==> config.mk <==
export PLATFORM = sky130hd
export DESIGN_NAME = sps_port
export DESIGN_NICKNAME = d
export VERILOG_FILES = /design/src/hw/sps_pkg.sv /design/src/hw/sps_port.sv
export VERILOG_INCLUDE_DIRS = /design/src /design/src/hw
export SDC_FILE = /design/constraint.sdc
export NUM_CORES = 1
export LEC_CHECK = 0
export BUFFER_PORTS_ARGS = -buffer_cell sky130_fd_sc_hd__buf_4
export CORE_ASPECT_RATIO = 1.75
export CORE_MARGIN = 2
export CORE_UTILIZATION = 50
export CTS_CLUSTER_SIZE = 40
export DETAILED_ROUTE_END_ITERATION = 12
export PLACE_DENSITY = 0.69
export SYNTH_ARGS = -nofsm -noshare
export SYNTH_HDL_FRONTEND = slang
export SYNTH_SLANG_ARGS = --single-unit
==> constraint.sdc <==
create_clock -name I_SYS_CLK -period 5.4 [get_ports I_SYS_CLK]
set_clock_uncertainty 0.1 [all_clocks]
set_input_delay 0.54 -clock I_SYS_CLK [delete_from_list [all_inputs] [get_ports I_SYS_CLK]]
set_output_delay 0.54 -clock I_SYS_CLK [all_outputs]
set_load 0.01 [all_outputs]
==> src/hw/sps_defs.svh <==
`ifndef SPS_DEFS_SVH
`define SPS_DEFS_SVH

// byte framing
`define SPS_BITS 4'h8
`define SPS_EDGES 5'h10

// rate divider codes and system clocks per half serial clock period
`define SPS_RATE_DIV4 2'h0
`define SPS_RATE_DIV8 2'h1
`define SPS_RATE_DIV16 2'h2
`define SPS_RATE_DIV64 2'h3
`define SPS_HALF_DIV4 6'h02
`define SPS_HALF_DIV8 6'h04
`define SPS_HALF_DIV16 6'h08
`define SPS_HALF_DIV64 6'h20

// reset values
`define SPS_DATA_RST 8'h00

`endif

==> src/hw/sps_pkg.sv <==
`default_nettype none
package sps_pkg;

   // master sequencer
   typedef enum logic [0:0] {ST_IDLE, ST_RUN} sps_mst_e;

   // complete state of the port
   typedef struct packed {
      sps_mst_e mst;
      logic [5:0] hcnt;
      logic [4:0] ecnt;
      logic [3:0] bcnt;
      logic [7:0] sr;
      logic [7:0] rx;
      logic sclk_prev;
      logic sclk;
      logic sclk_oe;
      logic mosi;
      logic mosi_oe;
      logic miso_oe;
      logic done;
      logic write_collision_flag;
      logic ovf;
      logic irq;
      logic arm;
      logic busy;
   } sps_state_s;

endpackage
`default_nettype wire

==> src/hw/sps_port.sv <==
`timescale 1ns/10ps
`default_nettype none
`include "sps_defs.svh"

// Contract
// - slave ignores clock while select high
// - slave shifts with master clock when selected
// - phase bit chooses format; zero presents early
// - phase zero edge use per polarity
// - phase one edge use per polarity
// - master data write starts a transfer
// - master phase zero drives bit half early
// - master phase one drives bit first edge
// - bit order selects msb or lsb first
// - done flag set after last shift
// - slave phase zero write while selected collides
// - slave phase one write allowed when idle
// - received byte replaces sent byte in register
// - interrupt when done flag rises
// - write during transfer only sets collision
// - collision detection in master and slave
// - slave unread byte overwritten, overrun set
// - flags clear by status read then data access
// - master eight pulses, clock idles otherwise
// - rate field divides by 4,8,16,64
// - slave out driven only while enabled
module sps_port
(
   // clock and reset
   input wire logic I_SYS_CLK,
   input wire logic I_RESETN,
   // configuration
   input wire logic I_ENABLE,
   input wire logic I_MASTER_SELECT,
   input wire logic I_CPOL,
   input wire logic I_CPHA,
   input wire logic I_BIT_ORDER_SELECT,
   input wire logic [1:0] I_RATE_DIVIDER_SELECT,
   // software access strobes
   input wire logic I_DATA_WR,
   input wire logic [7:0] I_DATA_WDATA,
   input wire logic I_DATA_RD,
   input wire logic I_STATUS_RD,
   // software visible state
   output logic [7:0] O_DATA_RDATA,
   output logic O_TRANSFER_DONE_FLAG,
   output logic O_WRITE_COLLISION_FLAG,
   output logic O_RECEIVE_OVERRUN_FLAG,
   output logic O_SERIAL_DONE_IRQ,
   output logic O_BUSY,
   // serial clock pin
   input wire logic I_SCLK,
   output logic O_SCLK,
   output logic O_SCLK_OE,
   // master out pin
   input wire logic I_MOSI,
   output logic O_MOSI,
   output logic O_MOSI_OE,
   // slave out pin
   input wire logic I_MISO,
   output logic O_MISO,
   output logic O_MISO_OE,
   // slave select, active low
   input wire logic I_SS_N
);

   sps_pkg::sps_state_s st_q;
   sps_pkg::sps_state_s st_d;
   logic [5:0] half_len;
   logic slv_act;
   logic lead;
   logic trail;
   logic sample;
   logic shift_out;
   logic in_bit;
   logic [7:0] sr_shift;
   logic done_set;
   logic wr_ok;
   logic wr_col;

   // ----------------------------------------------------------------
   // edge decode
   // ----------------------------------------------------------------

   // half serial period in system clocks
   always_comb
   begin
      case (I_RATE_DIVIDER_SELECT)
         `SPS_RATE_DIV4: half_len = `SPS_HALF_DIV4;
         `SPS_RATE_DIV8: half_len = `SPS_HALF_DIV8;
         `SPS_RATE_DIV16: half_len = `SPS_HALF_DIV16;
         `SPS_RATE_DIV64: half_len = `SPS_HALF_DIV64;
         default: half_len = `SPS_HALF_DIV4;
      endcase
   end

   // leading edge leaves idle level, trailing edge returns to it
   always_comb
   begin
      slv_act = I_ENABLE && !I_MASTER_SELECT && !I_SS_N;
      lead = 1'b0;
      trail = 1'b0;
      if (slv_act)
      begin
         // slave follows the master's clock, no rate of its own
         lead = (st_q.sclk_prev == I_CPOL) && (I_SCLK != I_CPOL);
         trail = (st_q.sclk_prev != I_CPOL) && (I_SCLK == I_CPOL);
      end
      else if (I_MASTER_SELECT && st_q.mst == sps_pkg::ST_RUN && st_q.hcnt == half_len - 6'h01
               && st_q.ecnt != `SPS_EDGES)
      begin
         lead = (st_q.sclk == I_CPOL);
         trail = (st_q.sclk != I_CPOL);
      end
      // phase zero samples on leading edge, phase one on trailing
      sample = I_CPHA ? trail : lead;
      shift_out = I_CPHA ? lead : trail;
   end

   // received bit enters at the end opposite the outgoing one
   assign in_bit = I_MASTER_SELECT ? I_MISO : I_MOSI;
   assign sr_shift = I_BIT_ORDER_SELECT ? {in_bit, st_q.sr[7:1]} : {st_q.sr[6:0], in_bit};
   assign done_set = sample && (st_q.bcnt == `SPS_BITS - 4'h1);

   // write acceptance; a slave mid-byte counts as busy
   always_comb
   begin
      if (I_MASTER_SELECT)
         wr_col = I_DATA_WR && st_q.mst == sps_pkg::ST_RUN;
      else
         wr_col = I_DATA_WR && ((!I_CPHA && !I_SS_N) || st_q.bcnt != 4'h0);
      wr_ok = I_DATA_WR && !wr_col && (I_ENABLE || !I_MASTER_SELECT);
   end

   // ----------------------------------------------------------------
   // next state
   // ----------------------------------------------------------------

   always_comb
   begin
      st_d = st_q;
      st_d.sclk_prev = I_SCLK;
      st_d.irq = 1'b0;
      // master sequencer: half-period timer and edge counter
      case (st_q.mst)
         sps_pkg::ST_IDLE:
         begin
            st_d.sclk = I_CPOL;
            st_d.hcnt = 6'h00;
            st_d.ecnt = 5'h00;
            // an aborted master byte must not leave busy stuck
            if (I_MASTER_SELECT)
               st_d.bcnt = 4'h0;
         end
         sps_pkg::ST_RUN:
         begin
            if (st_q.hcnt == half_len - 6'h01)
            begin
               st_d.hcnt = 6'h00;
               if (st_q.ecnt == `SPS_EDGES)
                  st_d.mst = sps_pkg::ST_IDLE;
               else
               begin
                  st_d.sclk = !st_q.sclk; // eight pulses = sixteen edges
                  st_d.ecnt = st_q.ecnt + 5'h01;
               end
            end
            else
               st_d.hcnt = st_q.hcnt + 6'h01;
            // disabling or leaving master mode aborts the clock
            if (!I_MASTER_SELECT || !I_ENABLE)
               st_d.mst = sps_pkg::ST_IDLE;
         end
         default: st_d.mst = sps_pkg::ST_IDLE;
      endcase
      // deselect restarts the byte and re-presents its first bit
      if (!I_MASTER_SELECT && I_SS_N)
      begin
         st_d.bcnt = 4'h0;
         st_d.mosi = I_BIT_ORDER_SELECT ? st_q.sr[0] : st_q.sr[7];
      end
      // next outgoing bit, also the first bit for phase one
      if (shift_out)
         st_d.mosi = I_BIT_ORDER_SELECT ? st_q.sr[0] : st_q.sr[7];
      if (sample)
      begin
         st_d.sr = sr_shift;
         st_d.bcnt = done_set ? 4'h0 : st_q.bcnt + 4'h1;
      end
      // load: first bit goes out at once, half period before the clock
      if (wr_ok)
      begin
         st_d.sr = I_DATA_WDATA;
         st_d.mosi = I_BIT_ORDER_SELECT ? I_DATA_WDATA[0] : I_DATA_WDATA[7];
         if (I_MASTER_SELECT)
            st_d.mst = sps_pkg::ST_RUN;
      end
      // flag clear: status read arms, next data access clears
      if (I_STATUS_RD)
         st_d.arm = 1'b1;
      if ((I_DATA_RD || I_DATA_WR) && st_q.arm)
      begin
         st_d.arm = 1'b0;
         st_d.done = 1'b0;
         st_d.write_collision_flag = 1'b0;
         st_d.ovf = 1'b0;
      end
      else if (I_DATA_RD || I_DATA_WR)
         st_d.arm = 1'b0;
      // sets come after clears so an event in the clear cycle wins
      if (wr_col)
         st_d.write_collision_flag = 1'b1;
      if (done_set)
      begin
         st_d.rx = sr_shift; // unread byte overwritten
         st_d.done = 1'b1;
         st_d.irq = !st_q.done;
         if (!I_MASTER_SELECT && st_q.done)
            st_d.ovf = 1'b1;
      end
      // overrun has no meaning as master and reads zero
      if (I_MASTER_SELECT)
         st_d.ovf = 1'b0;
      st_d.sclk_oe = I_ENABLE && I_MASTER_SELECT;
      st_d.mosi_oe = I_ENABLE && I_MASTER_SELECT;
      st_d.miso_oe = I_ENABLE && !I_MASTER_SELECT;
      st_d.busy = (st_d.mst == sps_pkg::ST_RUN) || (st_d.bcnt != 4'h0);
   end

   // ----------------------------------------------------------------
   // state register
   // ----------------------------------------------------------------

   always_ff @(posedge I_SYS_CLK or negedge I_RESETN)
   begin
      if (!I_RESETN)
      begin
         st_q <= '0;
         st_q.mst <= sps_pkg::ST_IDLE;
         st_q.rx <= `SPS_DATA_RST;
      end
      else
         st_q <= st_d;
   end

   // outputs are flip-flop fields
   assign O_DATA_RDATA = st_q.rx;
   assign O_TRANSFER_DONE_FLAG = st_q.done;
   assign O_WRITE_COLLISION_FLAG = st_q.write_collision_flag;
   assign O_RECEIVE_OVERRUN_FLAG = st_q.ovf;
   assign O_SERIAL_DONE_IRQ = st_q.irq;
   assign O_BUSY = st_q.busy;
   assign O_SCLK = st_q.sclk;
   assign O_SCLK_OE = st_q.sclk_oe;
   assign O_MOSI = st_q.mosi;
   assign O_MOSI_OE = st_q.mosi_oe;
   // one data flop serves both roles; only one output is enabled
   assign O_MISO = st_q.mosi;
   assign O_MISO_OE = st_q.miso_oe;

   // ----------------------------------------------------------------
   // assertions
   // ----------------------------------------------------------------

   property p_ss_ignore;
      @(posedge I_SYS_CLK) disable iff (!I_RESETN)
      (!I_MASTER_SELECT && I_SS_N && !I_DATA_WR) |=> (st_q.bcnt == 4'h0) && $stable(st_q.sr);
   endproperty
   a_ss_ignore: assert property (p_ss_ignore) else $error("slave shifted while deselected");

   property p_master_start;
      @(posedge I_SYS_CLK) disable iff (!I_RESETN)
      (I_MASTER_SELECT && I_ENABLE && I_DATA_WR && st_q.mst == sps_pkg::ST_IDLE)
         |=> st_q.mst == sps_pkg::ST_RUN && O_BUSY;
   endproperty
   a_master_start: assert property (p_master_start) else $error("master write did not start transfer");

   property p_first_bit;
      @(posedge I_SYS_CLK) disable iff (!I_RESETN)
      (I_MASTER_SELECT && I_ENABLE && I_DATA_WR && st_q.mst == sps_pkg::ST_IDLE && !I_BIT_ORDER_SELECT)
         |=> O_MOSI == $past(I_DATA_WDATA[7]) && O_SCLK == $past(I_CPOL);
   endproperty
   a_first_bit: assert property (p_first_bit) else $error("first bit not presented before clock");

   property p_sclk_idle;
      @(posedge I_SYS_CLK) disable iff (!I_RESETN)
      ($past(st_q.mst) == sps_pkg::ST_IDLE && st_q.mst == sps_pkg::ST_IDLE && $stable(I_CPOL))
         |-> O_SCLK == I_CPOL;
   endproperty
   a_sclk_idle: assert property (p_sclk_idle) else $error("serial clock not idle");

   property p_edge_bound;
      @(posedge I_SYS_CLK) disable iff (!I_RESETN)
      st_q.ecnt <= `SPS_EDGES;
   endproperty
   a_edge_bound: assert property (p_edge_bound) else $error("more than eight clock pulses");

   property p_miso_oe;
      @(posedge I_SYS_CLK) disable iff (!I_RESETN)
      O_MISO_OE |-> $past(I_ENABLE) && !$past(I_MASTER_SELECT);
   endproperty
   a_miso_oe: assert property (p_miso_oe) else $error("slave out driven while disabled");

   property p_write_collision_flag;
      @(posedge I_SYS_CLK) disable iff (!I_RESETN)
      (I_DATA_WR && st_q.mst == sps_pkg::ST_RUN && I_MASTER_SELECT && I_ENABLE)
         |=> O_WRITE_COLLISION_FLAG && (st_q.mst == sps_pkg::ST_RUN || $past(st_q.ecnt) == `SPS_EDGES);
   endproperty
   a_write_collision_flag: assert property (p_write_collision_flag) else $error("write during transfer not flagged");

   property p_slave_block;
      @(posedge I_SYS_CLK) disable iff (!I_RESETN)
      (!I_MASTER_SELECT && !I_CPHA && !I_SS_N && I_DATA_WR && !sample)
         |=> O_WRITE_COLLISION_FLAG && $stable(st_q.sr);
   endproperty
   a_slave_block: assert property (p_slave_block) else $error("selected slave accepted write");

   property p_irq;
      @(posedge I_SYS_CLK) disable iff (!I_RESETN)
      O_SERIAL_DONE_IRQ == ($rose(O_TRANSFER_DONE_FLAG));
   endproperty
   a_irq: assert property (p_irq) else $error("interrupt not tied to done flag rising");

   property p_ovf;
      @(posedge I_SYS_CLK) disable iff (!I_RESETN)
      (!I_MASTER_SELECT && done_set && st_q.done) |=> O_RECEIVE_OVERRUN_FLAG && O_DATA_RDATA == $past(sr_shift);
   endproperty
   a_ovf: assert property (p_ovf) else $error("overrun not flagged");

   property p_done_set;
      @(posedge I_SYS_CLK) disable iff (!I_RESETN)
      done_set |=> O_TRANSFER_DONE_FLAG && O_DATA_RDATA == $past(sr_shift);
   endproperty
   a_done_set: assert property (p_done_set) else $error("done flag or received byte missing");

   property p_slave_accept;
      @(posedge I_SYS_CLK) disable iff (!I_RESETN)
      (!I_MASTER_SELECT && I_CPHA && I_DATA_WR && st_q.bcnt == 4'h0)
         |=> st_q.sr == $past(I_DATA_WDATA);
   endproperty
   a_slave_accept: assert property (p_slave_accept) else $error("idle phase one slave refused write");

   property p_ovf_master;
      @(posedge I_SYS_CLK) disable iff (!I_RESETN)
      I_MASTER_SELECT |=> !O_RECEIVE_OVERRUN_FLAG;
   endproperty
   a_ovf_master: assert property (p_ovf_master) else $error("overrun shown in master mode");

endmodule
`default_nettype wire

==> results.yml <==
synth:
  synth_nets: 248
  synth_ff_type: "dfrtp_1"
  netlist_top_cells_area: "dfrtp_1 (46%), mux2_2 (11%), buf_4 (3.5%)"
  netlist_instances: 219
  async_flop_share_pct: 100
  synth_top_cell_by_area: "dfrtp_1"
  synth_warnings: 0
  syn-cell-area_mm2: 0.00234
  syn_avg_cell_area_um2: 10.7
  synth_edf_count: 0
  yosysUniqueCellTypes: 46
  ys_seq_area_share_pct: 46.1
  synth.cells.most_frequent: "dfrtp_1 (43), mux2_2 (22), nor2_1 (20)"
  yosysTopAreaCellShare_pct: 46.1
  synth_seq_cells: 43
  yosysMostFrequentCell: "dfrtp_1"
die:
  die_h_um: 94.4
  dieArea_mm2: 0.00526
  rows: 32
  start_util_pct: 52.6
  top_level_ports: 43
  core-area_mm2: 0.00444
  die_w_um: 55.7
global_routing:
  grt.total_usage_pct: 18.9
  antenna_found_initial: 0
  grt_max_degree: 44
  grt_pass1_wl_um: 7850
  grt_pass1_vias: 1742
  overflow: 0
placed_design:
  dp.final_hpwl_um: 3500
  io_buffers: 42
  placed_cells: 298
  gp_congestion: 0.772
clock_network:
  numClockSinks: 43
  cts_tree: "built"
  cts_hold_buf: 0
  root_buffer: "clkbuf_8"
  clockBufferDepth: 2
  cts_resized: 0
  path_clk_slew_ns: 0.08
  post_cts_buffers: 0
  clk_latency_ns: 0.29
  cts_made_buffers: 5
  cts_htree_levels: 2
final_layout:
  drive_above_1_share_pct: 31.4
  fin_nets: 283
  layoutNonFillerInstCount: 306
  diodes: 0
  num-fill-cells: 391
  multiInputGateArea_mm2: 0.00113
  register_area_mm2: 0.00108
  area_growth_pct: 18.1
pwr:
  intPower_w: 0.000608
  comb_power_share_pct: 17.3
  p_per_area_mw_per_mm2: 293
  clkPwrFrac_pct: 36.5
  p_sw_w: 0.000200
  pwr-share-seq_pct: 46.3
  sw_frac_of_total_pct: 24.8
  leakagePower_nw: 1.29
  ir_drop_uv: 275
sta:
  maxSlewHeadroom_pct: 30.1
  period_share_pct: 54.3
  setup_tns_ns: 0
  finalHoldViolCount: 0
  worstMarginPinSlew_ns: 1.05
  finalMaxSlewViolations: 0
  timing.hold.ws_ns: 0.113
  setup_viol_count_final: 0
  fin_crit_ns: 2.93
  clock.fmax_mhz: 341
  rsz0062_at_grt: "false"
route:
  drtAntennaViolNets: 0
  firstDrtPassIters: 4
  drc_errors: 0
  drt-total-wl_um: 4610
  drt-initial-drc-count: 49
  drt-wirelength-per-cell_um: 15.1
  via_count: 1711
  viasPerCell: 5.59
setup_path:
  endpoint_kind: "flip-flop"
  crit_path_start: "st_q[32]"
  rr_worst_depth: 9
  path_max_fanout: 15
  regToRegStartpoint: "st_q[32]"
  start_kind: "flip-flop"
  regToRegSetupSlack_ns: 2.47
  critPathArrivalTime_ns: 3.02
  critical_path_required_ns: 5.48
  crit_type: "flip-flop to flip-flop"
hold_path:
  hold_class: "primary input to asynchronous set/reset pin"
job:
  maxCapViolCount: 0
run_status:
  outcome: "finished clean"
-- registers in the layout (all words and copies together) (netlist names) --
signal                  flops
st_q                       26
O_DATA_RDATA                8
O_BUSY                      1
O_MISO                      1
O_MISO_OE                   1
O_MOSI_OE                   1
O_RECEIVE_OVERRUN_FLAG      1
O_SCLK                      1
O_SERIAL_DONE_IRQ           1
O_TRANSFER_DONE_FLAG        1
O_WRITE_COLLISION_FLAG      1
-- metal layers --
metal / wire, um / GRT usage, % / share of wire, %
met1: 1770 / 20.1 / 38
met2: 2600 / 36.3 / 56
met3: 188 / 4.11 / 4.1
met4: 56 / 6.30 / 1.2
met5: 0 / 0 / 0
-- worst max-delay path, cell delays in order (launching register included) --
cell and delay [ns]:
dfrtp_1 0.40, inv_1 0.08, ha_1 0.20, nand4bb_1 0.17, and3_1 0.27, nor2b_1 0.24, a21oi_2 0.12, nor2_2 0.59
mux2_2 0.40, mux2_2 0.26
-- per-stage QoR --
stage / total power, W / cell area (um^2) / setup slack (ns) / util (%)
2_1_floorplan: 0.000464 / 2340 / 2.99 / -
3_5_place_dp: 0.000522 / 2620 / 2.38 / 59.0
4_1_cts: 0.000820 / 2760 / 2.45 / 62.1
5_1_grt: 0.000851 / 2760 / 2.19 / 62.1
6_report: 0.000808 / 2760 / 2.47 / 62.1
3_3_place_gp: 0.000519 / 2620 / 2.44 / 59.0
-- cell usage in the layout, fill, tap and decap left out, types with 4 or more instances in the layout --
master    Yosys  layout
clkbuf_8      0       5
xnor2_1       6       6
dfrtp_1      43      43
nor2b_1       5       5
a21oi_1       9       9
nor3_1        5       5
buf_4        11      43
xor2_1        5       5
ha_1          5       5
mux2_2       22      22
and3_1        4       4
nor2_1       20      20
inv_1         8       8
nand2_1      13      13
o21ai_0      13      13
mux2i_1       8       8
-- worst paths after layout --
path | to
worst min-delay path | st_q[36]
max in group asynchronous | O_MOSI_OE
worst max-delay path | st_q[27]
worst max register to register | st_q[27]
worst min register to register | O_SERIAL_DONE_IRQ
min in group I_SYS_CLK | st_q[11]
-- power groups by stage --
stage | sequential [W] | combinational, W | clock (W)
floorplan | 0.000375 | 0.0000892 | 0
global placement | 0.000380 | 0.000140 | 0
detailed placement | 0.000380 | 0.000142 | 0
CTS | 0.000374 | 0.000142 | 0.000303
global route | 0.000379 | 0.000155 | 0.000318
finish | 0.000374 | 0.000140 | 0.000295
-- kinds of logic (layout without fill, tap and decap cells) --
| family | Yosys count | in the layout | synth area share (%) |
|---|---|---|---|
| and+or+nand+nor | 68 | 68 | 15.1 |
| DFF | 43 | 43 | 46.1 |
| AOI/OAI and AO/OA | 37 | 37 | 11.3 |
| muxes | 31 | 31 | 15.0 |
| buffers and inverters | 24 | 60 | 5.73 |
| xor gates and xnor gates | 11 | 11 | 4.12 |
| adders and majority gates | 5 | 5 | 2.68 |
-- layout make-up --
type | instances | share of cell area (%)
multi-input combinational | 152 | 40.8
sequential | 43 | 39.0
timing repair buffer | 43 | 11.7
clock buffer | 5 | 2.49
clock inverter | 3 | 2.45
tap | 51 | 2.31
inverter | 9 | 1.22
No activity file was read; power rests on OpenSTA's default activity.
